$ cat src/inc/vcd_pkg.sv
/*
  vcd_pkg: constants and carrier types for the write-only two-wire current-sink slave.
  Assumes a 50 MHz system clock and a bus master that makes the serial clock.
*/
package vcd_pkg;
  // ------------------------------------------------------------
  // register and address constants
  // ------------------------------------------------------------
  localparam logic [7:0] VCD_CODE_RESET = 8'h00; // code after power-up or fault
  localparam logic [7:0] VCD_CODE_OFF = 8'h00; // code that turns the sink off
  localparam logic [5:0] VCD_ADDR_BASE = 6'h06; // byte bits 7..2 of 0x18, 0001_10
  localparam int VCD_STEP_UA = 500; // sink current per code step, microamps
  localparam int VCD_CUR_W = 17; // width of the target current in microamps
  localparam int VCD_ADDR_POS = 1; // address field starts above the direction bit
  localparam logic VCD_DIR_WRITE = 1'b0; // direction bit value for a write
  localparam logic [3:0] VCD_BITS_BYTE = 4'h8; // bits of a byte before acknowledge

  // ------------------------------------------------------------
  // transfer sequence states, gray along the usual path
  // ------------------------------------------------------------
  typedef enum logic [1:0] {
    VCD_IDLE = 2'b00, // waiting for a start
    VCD_ADDR = 2'b01, // shifting the address byte
    VCD_DATA = 2'b11, // shifting data bytes
    VCD_SKIP = 2'b10  // not selected, ignore until start
  } vcd_state_t;

  // sampled bus lines after synchronisers
  typedef struct packed {
    logic scl; // serial clock level
    logic sda; // serial data level
  } vcd_bus_t;

  // whole state of the slave
  typedef struct packed {
    vcd_bus_t s1; // first synchroniser stage
    vcd_bus_t s2; // second synchroniser stage
    vcd_bus_t pv; // previous synchronised level
    logic slp1; // sleep input first stage
    logic slp2; // sleep input second stage
    vcd_state_t st; // transfer sequence state
    logic [3:0] bits; // bits shifted in this byte
    logic [7:0] sh; // shift register
    logic ack; // acknowledge window active
    logic ack_ok; // acknowledge is driven in this window
    logic [7:0] code; // sink current code
  } vcd_regs_t;
endpackage : vcd_pkg

$ cat src/rtl/vcd_slave.sv
/*
  vcd_slave: two-wire write-only slave holding the sink current code.
  Assumes the master owns the serial clock, lines are pulled up outside, and the
  50 MHz clock oversamples the serial clock (bench period 160 ns).
*/
// Function
// - target current is code times 500 uA
// - code zero disables sink drive
// - code clears at power-up or supply fault
// - sleep low disables sink drive and serial logic, code kept
// - detect start: data falls, clock high
// - detect stop: data rises, clock high
// - first byte: address, direction, acknowledge
// - recognise 0x18, 0x1A, 0x1C, 0x1E
// - data bytes msb first into register
// - start or stop resets transfer sequence
// - write only, no read-back path
// - several data bytes per transfer accepted
// - acknowledge matching address in ninth clock
// - acknowledge every data byte
// - master clocks; device only pulls low
`timescale 1ns/100ps
module vcd_slave (
  input wire logic i_ref_clk, // 50 MHz system clock
  input wire logic i_rst, // synchronous reset, high
  input wire logic i_supply_fault, // supply fault, same clock domain
  input wire logic [1:0] i_addr_sel, // address setting, selects 0x18..0x1E
  input wire logic i_scl, // serial clock pin
  input wire logic i_sda, // serial data pin, input side
  output logic o_sda, // serial data pin, output value
  output logic o_sda_oe, // serial data pin, drive enable
  input wire logic i_sleep_low_input_n, // sleep input, active low
  output logic [7:0] o_sink_current_code, // stored code
  output logic [vcd_pkg::VCD_CUR_W-1:0] o_current_sink_pin_ua, // target current, uA
  output logic o_current_sink_pin_en // sink drive enable
);
  import vcd_pkg::*;

  // ------------------------------------------------------------
  // state registers
  // ------------------------------------------------------------
  vcd_regs_t r_q; // registered state
  vcd_regs_t r_d; // next state
  logic start_det; // start condition seen
  logic stop_det; // stop condition seen
  logic scl_rise; // serial clock rising edge
  logic scl_fall; // serial clock falling edge
  logic awake; // sleep input released

  // address match; address setting picks bits two and one of the byte
  function automatic logic vcd_addr_hit(input logic [7:0] b, input logic [1:0] sel);
    vcd_addr_hit = (b[7:2] == VCD_ADDR_BASE) && (b[1] == sel[0]) && (sel[1] == 1'b0)
                   || (b[7:2] == VCD_ADDR_BASE + 6'h01) && (b[1] == sel[0]) && sel[1];
  endfunction : vcd_addr_hit

  // ------------------------------------------------------------
  // edge detection on synchronised lines
  // ------------------------------------------------------------
  // only second stage and its delayed copy are looked at
  always_comb begin
    start_det = r_q.pv.sda && !r_q.s2.sda && r_q.s2.scl && r_q.pv.scl;
    stop_det = !r_q.pv.sda && r_q.s2.sda && r_q.s2.scl && r_q.pv.scl;
    scl_rise = !r_q.pv.scl && r_q.s2.scl;
    scl_fall = r_q.pv.scl && !r_q.s2.scl;
    awake = r_q.slp2;
  end

  // ------------------------------------------------------------
  // next-state logic
  // ------------------------------------------------------------
  always_comb begin
    r_d = r_q;
    r_d.s1 = '{scl: i_scl, sda: i_sda};
    r_d.s2 = r_q.s1;
    r_d.pv = r_q.s2;
    r_d.slp1 = i_sleep_low_input_n;
    r_d.slp2 = r_q.slp1;
    if (!awake) begin
      // sleeping: serial logic held idle, code kept
      r_d.st = VCD_IDLE;
      r_d.bits = 4'h0;
      r_d.ack = 1'b0;
      r_d.ack_ok = 1'b0;
    end else if (start_det) begin
      // any start abandons the byte and begins an address
      r_d.st = VCD_ADDR;
      r_d.bits = 4'h0;
      r_d.ack = 1'b0;
      r_d.ack_ok = 1'b0;
    end else if (stop_det) begin
      r_d.st = VCD_IDLE;
      r_d.bits = 4'h0;
      r_d.ack = 1'b0;
      r_d.ack_ok = 1'b0;
    end else begin
      unique case (r_q.st)
        VCD_IDLE, VCD_SKIP: begin
          // ignoring the bus until the next start
          r_d.ack = 1'b0;
        end
        VCD_ADDR, VCD_DATA: begin
          if (r_q.ack) begin
            // acknowledge held through the ninth clock high, ends at its fall
            if (scl_fall) begin
              r_d.ack = 1'b0;
              r_d.ack_ok = 1'b0;
              r_d.bits = 4'h0;
            end
          end else begin
            if (scl_rise) begin
              // sample data on clock high, msb first
              r_d.sh = {r_q.sh[6:0], r_q.s2.sda};
              r_d.bits = r_q.bits + 4'h1;
            end
            if (scl_fall && r_q.bits == VCD_BITS_BYTE) begin
              // eighth bit done: decide acknowledge for the ninth clock
              r_d.ack = 1'b1;
              if (r_q.st == VCD_ADDR) begin
                // read direction is never acknowledged: no read-back
                if (vcd_addr_hit(r_q.sh, i_addr_sel)
                    && r_q.sh[0] == VCD_DIR_WRITE) begin
                  r_d.ack_ok = 1'b1;
                  r_d.st = VCD_DATA;
                end else begin
                  r_d.ack = 1'b0;
                  r_d.st = VCD_SKIP;
                end
              end else begin
                r_d.code = r_q.sh;
                r_d.ack_ok = 1'b1;
              end
            end
          end
        end
      endcase
    end
    // supply fault or reset clears the code
    if (i_supply_fault) begin
      r_d.code = VCD_CODE_RESET;
    end
  end

  // ------------------------------------------------------------
  // state register
  // ------------------------------------------------------------
  always_ff @(posedge i_ref_clk) begin
    if (i_rst) begin
      r_q <= '{s1: '{scl: 1'b1, sda: 1'b1}, s2: '{scl: 1'b1, sda: 1'b1},
               pv: '{scl: 1'b1, sda: 1'b1}, slp1: 1'b0, slp2: 1'b0, st: VCD_IDLE,
               bits: 4'h0, sh: 8'h00, ack: 1'b0, ack_ok: 1'b0,
               code: VCD_CODE_RESET};
    end else begin
      r_q <= r_d;
    end
  end

  // ------------------------------------------------------------
  // outputs
  // ------------------------------------------------------------
  // open drain: only ever drive low, never high
  always_comb begin
    o_sda = 1'b0;
    o_sda_oe = r_q.ack && r_q.ack_ok && awake;
    o_sink_current_code = r_q.code;
    o_current_sink_pin_en = awake && (r_q.code != VCD_CODE_OFF);
    o_current_sink_pin_ua = o_current_sink_pin_en ?
      VCD_CUR_W'(r_q.code * VCD_STEP_UA) : '0;
  end
endmodule : vcd_slave

$ cat config.mk
export PLATFORM = sky130hd
export DESIGN_NAME = vcd_slave
export DESIGN_NICKNAME = d
export VERILOG_FILES = /design/src/inc/vcd_pkg.sv /design/src/rtl/vcd_slave.sv
export SDC_FILE = /design/constraint.sdc
export NUM_CORES = 1
export LEC_CHECK = 0
export ABC_AREA = 0
export BUFFER_PORTS_ARGS = -buffer_cell sky130_fd_sc_hd__buf_2
export CAP_MARGIN = 10
export CORE_MARGIN = 2
export CORE_UTILIZATION = 40
export DETAILED_ROUTE_END_ITERATION = 16
export PLACE_DENSITY = 0.66
export RECOVER_POWER = 25
export SYNTH_ARGS = -nofsm -noshare
export SYNTH_HDL_FRONTEND = slang
export SYNTH_SLANG_ARGS = --single-unit
$ cat constraint.sdc
create_clock -name i_ref_clk -period 11.2 [get_ports i_ref_clk]
set_input_delay 0.56 -clock i_ref_clk [delete_from_list [all_inputs] [get_ports i_ref_clk]]
set_output_delay 0.56 -clock i_ref_clk [all_outputs]
set_load 0.005 [all_outputs]
==> reports/metrics.cfg, run 1 <==
[run_status]
status = complete, no violations

[yosys]
synth_cells = 321
synth-main-ff-cell = dfxtp_1
ys_ff_latch = 32
synth_edf_count = 0
postSynth.asyncResetShare = 0
ys_warn_count = 0
ys_types = 50
synthesis.area_sq_mm = 0.00298
syn_avg_cell_area_sq_um = 9.27
synth_seq_area_share = 0.215

[sta]
worst_pin_slew_ns = 0.686
max_freq_ghz = 0.205
final-max-slew-violation-count = 0
slew_headroom = 0.543
timing.final.crit_share = 0.435
hold_violations = 0
rsz0062_at_grt = false
setup_viol = 0
timing.setup.tns_ns = 0
finalCriticalPeriod_ns = 4.87
worst_clock_skew_ns = 0.00230

[critical_path]
crit_start = o_sink_current_code[3]
worstPathArrival_ns = 4.31
r2r_slack_ns = 9.21
reg2reg_to = o_sink_current_code[0]
critPathSlowestCell = fa_1
endpoint = o_current_sink_pin_ua[16]
r2r-start = r_q[18]
rr_worst_depth = 7
critPathMostFrequentCell = fa_1
required_ns = 10.64
worst_setup_path_end_kind = output pin
path_cells = inv_1, fa_1, inv_1, fa_1, fa_1, ha_1, ha_1, and4_1, and3_1, a31oi_1, a21oi_1, nor3_1, buf_2
critPathLaunchType = flop
worstPathMaxFanout = 7
timing_worst_setup_path_type = flop to output pin
cp_slowest_stage_delay_ns = 0.56

[routing]
drt-vias-per-instance = 4.92
avgRoutedWirePerCell_um = 12.8
route.vias.total = 2175
ant_nets = 0
drc = 0
routed_wirelength_mm = 5.66
drtIter0Drc = 61
first_pass_iters = 4

[grt]
overflow = 0
antenna_found_initial = 0
grt_pass1_wl_mm = 9.54
first_global_vias = 2041
grt_max_degree = 20
grt_use_total = 0.142

[layout]
areaGrowthSynthToFinish_pct = 7.95
fillCellCount = 737
diodes = 0
final_cell_mix = inv_1, ha_1, nor2_1, dfxtp_1, buf_2
nets = 415
drive_above_1_share = 0.155
layout_commonest_cell = inv_1

[clock_tree]
root_buffer = clkbuf_8
cts_max_level = 2
cts_sinks = 32
numCtsBuffers = 5
cts_resized = 0
clk_pin_slew_ns = 0.06
clock_path_buffers = 2
clock_latency_ns = 0.28
cts_setup_buffers = 0
post_cts_hold_buffer_count = 0
cts_tree = yes

[place]
io_buffers = 32
hpwl_mm = 4.56
place_congestion = 0.849

[floorplan]
core_sq_mm = 0.00721
rows = 31
die_x_um = 90.2
start_util = 0.412
die_area_sq_mm = 0.00814
die_height_um = 90.2
ios = 36

[power]
leakage_nw = 1.59
powerDensity_mw_per_mm2 = 71.1
peakVddDrop_v = 0.0000659
finalPower_uw = 228

[flow_run]
maxCapViolCount = 0

[min_path]
hold_class = flop to flop

-- worst max-delay path: cells and delay by family (launching register included) --
family / cells / cell delay (ns)
adder cells (fa/ha/maj): 5 / 2.21
AND/OR/NAND/NOR: 3 / 0.61
flip-flops: 1 / 0.51
buffers and inverters: 3 / 0.38
AO/OA/AOI/OAI: 2 / 0.31
-- worst min path at each step --
stage | start | endpoint | slack [ns] | cells after the start
detailed placement | r_d[28] | r_d[26] | 0.40 | 1
finish | r_d[29] | r_d[27] | 0.41 | 1
global placement | r_d[28] | r_d[26] | 0.39 | 1
global route | r_d[29] | r_d[27] | 0.43 | 1
floorplan | r_d[28] | r_d[26] | 0.39 | 1
CTS | r_d[29] | r_d[27] | 0.42 | 1
-- cell usage after synthesis, drive strengths merged (3+ instances only) --
master / n / share of area
inv: 45 / 0.057
ha: 44 / 0.19
dfxtp: 32 / 0.22
nor2: 32 / 0.040
fa: 21 / 0.14
mux2i: 16 / 0.054
buf: 15 / 0.042
a21oi: 10 / 0.017
o21ai: 10 / 0.017
nand2: 9 / 0.011
or2: 9 / 0.019
and3: 6 / 0.013
xor2: 6 / 0.018
nand3: 5 / 0.0084
nand4: 5 / 0.011
nor2b: 5 / 0.011
a211oi: 4 / 0.012
clkbuf: 4 / 0.0050
nor3: 4 / 0.011
a21o: 3 / 0.0076
a31oi: 3 / 0.0063
nor3b: 3 / 0.011
xnor2: 3 / 0.0088
-- layout make-up --
type                            instances  area (sq um)  share of cell area
Clock buffer                            6          72.6              0.0226
Clock inverter                          2          35.0              0.0109
Timing Repair Buffer                   32           159              0.0495
Multi-Input combinational cell        226          2010               0.626
Inverter                               45           169              0.0526
Tap cell                               99           124              0.0386
Sequential cell                        32           641               0.199
-- state kept, by name, summed over array words and instances (netlist names) --
signal / flops
awake: 1
o_sink_current_code: 8
r_q: 18
r_d: 5
-- routing by layer --
layer  share of wire  track usage  wire length [um]
met1            0.48        0.186              2720
met2            0.47        0.243              2690
met3           0.028       0.0226               158
met4           0.017       0.0359                96
met5               0            0                 0
-- per-stage QoR --
| stage | instances | hold slack [ns] | worst slack (ns) | area [sq um] | utilization |
|---|---|---|---|---|---|
| 4_1_cts | 442 | 0.415 | 6.31 | 3230 | 0.447 |
| 2_1_floorplan | 323 | 0.389 | 7.00 | 2980 | - |
| 3_5_place_dp | 434 | 0.398 | 6.62 | 3120 | 0.432 |
| 3_3_place_gp | 434 | 0.394 | 6.70 | 3120 | 0.432 |
| 5_1_grt | 442 | 0.429 | 6.11 | 3210 | 0.445 |
| 6_report | 442 | 0.410 | 6.33 | 3210 | 0.445 |
-- logic make-up (layout without fill, tap and decap cells) --
family                     count (synthesis)  after routing  synth area share
AOI/OAI and AO/OA                         45             45             0.103
xor gates and xnor gates                   9              9            0.0265
and+or+nand+nor                           88             88             0.167
adders and majority gates                 65             65             0.326
other                                      1              3           0.00126
buffers and inverters                     65             85             0.107
muxes                                     16             16            0.0538
DFF                                       32             32             0.215
-- where the power goes --
part,leakage [nW],switching (mW),total (mW),internal (mW)
clock,0.0552,0.0403,0.106,0.0659
combinational,1.28,0.00290,0.00571,0.00281
sequential,0.259,0.00133,0.116,0.115
total,1.59,0.0446,0.228,0.184
Power figures use the tool's default switching activity.
==> run 2, diff against run 1 <==
==> constraint.sdc (replaced) <==
create_clock -name i_ref_clk -period 4.8 [get_ports i_ref_clk]
set_input_delay 0.24 -clock i_ref_clk [delete_from_list [all_inputs] [get_ports i_ref_clk]]
set_output_delay 0.24 -clock i_ref_clk [all_outputs]
set_load 0.005 [all_outputs]
==> run 2 against run 1 <==
  * First-iteration DRC count increased by 20%
  * Final area decreased by 1.1%
  * Critical path type unchanged
  * Largest power group unchanged
  * Sequential share of layout area increased by 0.29 points
  * Core utilization decreased by 0.47 points
  * Count of clock-buffer cells in the layout decreased by 1
==> reports/metrics.cfg, run 2 (synthesis gave the netlist of run 1 again) <==
[run_status]
status = complete, no violations

[critical_path]
critPathSlowestCell = fa_1
cp_num_buf_inv = 3
worst_setup_path_end_kind = output pin
crit_family = adder cells
required_ns = 4.56
reg2reg_to = o_sink_current_code[0]
r2r-start = r_q[18]
r2r_slack_ns = 2.86
rr_worst_depth = 7
critPathLaunchType = flop
cp.depth = 13
critPathMostFrequentCell = fa_1
worstPathArrival_ns = 4.21
cp_slowest_stage_delay_ns = 0.53
timing_worst_setup_path_type = flop to output pin
worstPathMaxFanout = 7
path_cells = inv_1, fa_1, inv_1, fa_1, fa_1, ha_1, ha_1, and4_1, and3_1, a31oi_1, a21oi_1, nor3_1, buf_2

[sta]
final-max-slew-violation-count = 0
hold_violations = 0
setup_viol = 0
worst_pin_slew_ns = 0.664
slew_headroom = 0.557
timing.final.crit_share = 0.928
finalCriticalPeriod_ns = 4.45
rsz0062_at_grt = false
worst_clock_skew_ns = 0.00384
setup_slack_ns = 0.348
timing.setup.tns_ns = 0
max_freq_ghz = 0.225

[layout]
diodes = 0
regMostFlops = r_q
nets = 416
final_cells = 440
final_cell_mix = inv_1, ha_1, nor2_1, dfxtp_1, buf_2
final_core_util = 0.441
layout_commonest_cell = inv_1
largest_reg_flops = 18
drive_above_1_share = 0.152
areaGrowthSynthToFinish_pct = 6.81

[clock_tree]
cts_resized = 0
cts_setup_buffers = 0
cts_max_level = 2
clock_path_buffers = 2
clk_pin_slew_ns = 0.06
clock_latency_ns = 0.28
root_buffer = clkbuf_8
cts_sinks = 32
post_cts_hold_buffer_count = 0
cts_tree = yes
numCtsBuffers = 5

[routing]
drt-vias-per-instance = 4.92
routed_wirelength_mm = 5.37
first_pass_iters = 4
drtIter0Drc = 73
ant_nets = 0
route.vias.total = 2166
avgRoutedWirePerCell_um = 12.2
drc = 0

[floorplan]
die_x_um = 90.2
rows = 31
start_util = 0.412
ios = 36
core_sq_mm = 0.00721
die_height_um = 90.2
die_area_sq_mm = 0.00814

[power]
seqPwrFrac = 0.589
swShare = 0.202
p_switching_uw = 93.3
leakage_nw = 1.57
powerDensity_mw_per_mm2 = 145
peakVddDrop_v = 0.000187
p_comb_frac = 0.029
clkPwrFrac = 0.383
finalPower_uw = 461
internal_power_uw = 368

[place]
place_congestion = 0.837
dp_slack_ns = 0.540
dp_cells = 435
hpwl_mm = 4.36
io_buffers = 32

[flow_run]
maxCapViolCount = 0

[grt]
overflow = 0
grt_pass1_wl_mm = 9.03
grt_max_degree = 20
antenna_found_initial = 0
grt_use_total = 0.136
first_global_vias = 1978

[min_path]
whs_path_depth = 2
hold_class = input pin to flop
holdPathEnd = r_d[28]
hold_start = i_sda

## run 2: changes by cell type in the layout (fill, tap and decap cells not counted)
| cell | delta |
|---|---|
| bufinv_16 | -1 |
| a311o_2 | +1 |
| buf_2 | -2 |
| dfxtp_1 | -2 |
| a311o_1 | -1 |
| dfxtp_2 | +2 |
| clkbuf_1 | +2 |
| clkinv_2 | -1 |
## run 2: per-stage QoR
step	hold WS, ns	area [sq um]
4_1_cts	0.133	3190
6_report	0.142	3180
3_3_place_gp	0.394	3130
2_1_floorplan	0.344	2980
3_5_place_dp	0.393	3130
5_1_grt	0.136	3180
## run 2: power by group through the flow
stage | Sequential, mW | Combinational (mW) | Clock [mW]
3_5_place_dp | 0.277 | 0.0135 | 0
3_3_place_gp | 0.277 | 0.0135 | 0
4_1_cts | 0.272 | 0.0136 | 0.182
6_report | 0.272 | 0.0133 | 0.177
2_1_floorplan | 0.276 | 0.0142 | 0
5_1_grt | 0.272 | 0.0152 | 0.193
## run 2: how the worst max path moves through the flow
stage,start,to,slack (ns)
final,o_sink_current_code[4],o_current_sink_pin_ua[16],0.35
after global routing,o_sink_current_code[4],o_current_sink_pin_ua[16],0.03
after CTS,o_sink_current_code[3],o_current_sink_pin_ua[16],0.22
after detailed placement,o_sink_current_code[3],o_current_sink_pin_ua[16],0.54
after global placement,o_sink_current_code[3],o_current_sink_pin_ua[16],0.58
after floorplan,o_sink_current_code[5],o_current_sink_pin_ua[12],0.92
## run 2: final cells by class
cell class	instances	area [sq um]
clock buffers	5	68.8
inverters	45	169
flip-flops and latches	32	643
fillers	727	4040
well taps	99	124
repair buffers	33	160
multi-input cells	226	2010
## run 2: layer usage
metal	part of all wire	up-vias	global-route usage	wire [um]
met5	0	-	0	0
met4	0.012	0	0.0500	62
met3	0.034	7	0.0184	183
met2	0.48	42	0.231	2570
met1	0.48	1012	0.177	2560
li1	-	1105	-	-
## run 2: worst reg2reg max path, stage by stage, from the launching register on
cell and delay, ns:
dfxtp_1 0.33, inv_1 0.08, ha_1 0.19, nand4b_4 0.09
nor3_1 0.34, and3_1 0.51, mux2i_1 0.25, nor2_1 0.05
==> run 3, diff against run 2 <==
--- a/config.mk
+++ b/config.mk
@@ -13,6 +13,7 @@
 export DETAILED_ROUTE_END_ITERATION = 16
 export PLACE_DENSITY = 0.66
 export RECOVER_POWER = 25
+export REMOVE_ABC_BUFFERS = 1
 export SYNTH_ARGS = -nofsm -noshare
 export SYNTH_HDL_FRONTEND = slang
 export SYNTH_SLANG_ARGS = --single-unit
==> run 3 against run 2 <==
  * Setup slack lost 0.0045 ns
  * Sequential power is essentially flat
  * Non-clock buffer count is the same
  * Largest power group unchanged
  * Final area grew 1.6%
==> reports/metrics.cfg, run 3 (synthesis gave the netlist of run 1 again) <==
[routing]
route.vias.total = 2222
drc = 0
drtIter0Drc = 94
routed_wirelength_mm = 5.48
drt-vias-per-instance = 5.02
ant_nets = 0
first_pass_iters = 4
avgRoutedWirePerCell_um = 12.4

[sta]
max_freq_ghz = 0.224
finalCriticalPeriod_ns = 4.46
rsz0062_at_grt = false
worst_clock_skew_ns = 0.00455
worst_pin_slew_ns = 0.711
timing.setup.tns_ns = 0
timing.final.crit_share = 0.928
slew_headroom = 0.526
setup_viol = 0
final-max-slew-violation-count = 0
hold_violations = 0
setup_slack_ns = 0.343

[floorplan]
die_height_um = 90.2
ios = 36
die_x_um = 90.2
die_area_sq_mm = 0.00814
core_sq_mm = 0.00721
rows = 31
start_util = 0.412

[power]
swShare = 0.197
internal_power_uw = 429
leakage_nw = 1.59
p_comb_frac = 0.025
clkPwrFrac = 0.466
peakVddDrop_v = 0.000138
seqPwrFrac = 0.509
finalPower_uw = 534
p_switching_uw = 105
powerDensity_mw_per_mm2 = 165

[clock_tree]
cts_max_level = 2
cts_tree = yes
cts_sinks = 32
root_buffer = clkbuf_8
numCtsBuffers = 5
clk_pin_slew_ns = 0.06
clock_latency_ns = 0.28
clock_path_buffers = 2

[layout]
seq_area_sq_um = 644
largest_reg_flops = 18
areaGrowthSynthToFinish_pct = 8.54
layout_commonest_cell = inv_1
regMostFlops = r_q
multi_input_area_sq_mm = 0.00202
fillCellCount = 711
final_cell_mix = inv_1, ha_1, nor2_1, buf_2, dfxtp_1
drive_above_1_share = 0.163
diodes = 0
nets = 416

[place]
dp_slack_ns = 0.461
hpwl_mm = 4.42
place_congestion = 0.822
io_buffers = 32

[critical_path]
worstPathMaxFanout = 8
worstPathArrival_ns = 4.22
timing_worst_setup_path_type = flop to output pin
required_ns = 4.56
worst_setup_path_end_kind = output pin
critPathLaunchType = flop

[grt]
antenna_found_initial = 0
grt_use_total = 0.144
overflow = 0
first_global_vias = 2077
grt_max_degree = 20
grt_pass1_wl_mm = 9.67

[min_path]
hold_class = input pin to flop

[flow_run]
maxCapViolCount = 0

[run_status]
status = complete, no violations

==> run 3: cell types whose count changed in the layout (fill, tap and decap cells not counted) <==
cell       change
a311o_1        +1
a311o_2        -1
buf_2          +1
bufinv_16      +1
clkinv_2       +1
dfxtp_1        -1
dfxtp_2        +1
nor3_1         -1
nor3_4         +1
==> run 3: layout make-up <==
class,instances,area share
Inverter,45,0.0523
Clock buffer,6,0.0225
Tap cell,99,0.0384
Clock inverter,2,0.0108
Timing Repair Buffer,33,0.0500
Sequential cell,32,0.200
Multi-Input combinational cell,226,0.627
==> run 3: timing repair <==
item	CTS	global route
hold buffers	0	0
setup buffers	0	0
resized for setup	0	3
endpoints found under the setup margin	0	2
==> run 3: worst max-delay path, cell delays in order (launching register included) <==
cell and delay, ns:
dfxtp_1 0.53, inv_1 0.15, fa_1 0.52, fa_1 0.51
inv_1 0.05, fa_1 0.45, ha_1 0.31, ha_1 0.38
and4_1 0.24, and3_1 0.18, a31oi_1 0.23, a21oi_1 0.10
nor3_1 0.16, buf_2 0.14
==> run 3: path summary, 6_finish.rpt <==
kind,from,slack [ns],endpoint,depth (start not counted)
max,o_sink_current_code[2],0.34,o_current_sink_pin_ua[16],13
min,i_scl,0.14,r_d[29],2
max reg2reg,r_q[27],2.95,o_sink_current_code[6],5
min reg2reg,r_d[29],0.41,r_d[27],1
==> run 3: stage by stage <==
step           utilization  area, sq um  hold slack (ns)  std cells
6_report             0.448         3230            0.138        443
3_3_place_gp         0.433         3130            0.390        435
5_1_grt              0.448         3230            0.134        443
3_5_place_dp         0.433         3130            0.398        435
4_1_cts              0.448         3230            0.126        443
2_1_floorplan            -         2830            0.312        303
==> run 3: layer usage <==
metal	routed length, um	vias to the layer above	global-route usage
li1	-	1106	-
met2	2510	49	0.232
met5	0	-	0
met1	2720	1060	0.201
met4	68	0	0.0423
met3	187	7	0.0226
==> run 3: power by group through the flow <==
stage | logic (mW) | registers [mW] | clock network, mW
after floorplan | 0.00775 | 0.277 | 0
after global placement | 0.0134 | 0.277 | 0
after detailed placement | 0.0138 | 0.278 | 0
after CTS | 0.0138 | 0.272 | 0.257
after global routing | 0.0154 | 0.272 | 0.271
final | 0.0134 | 0.272 | 0.249
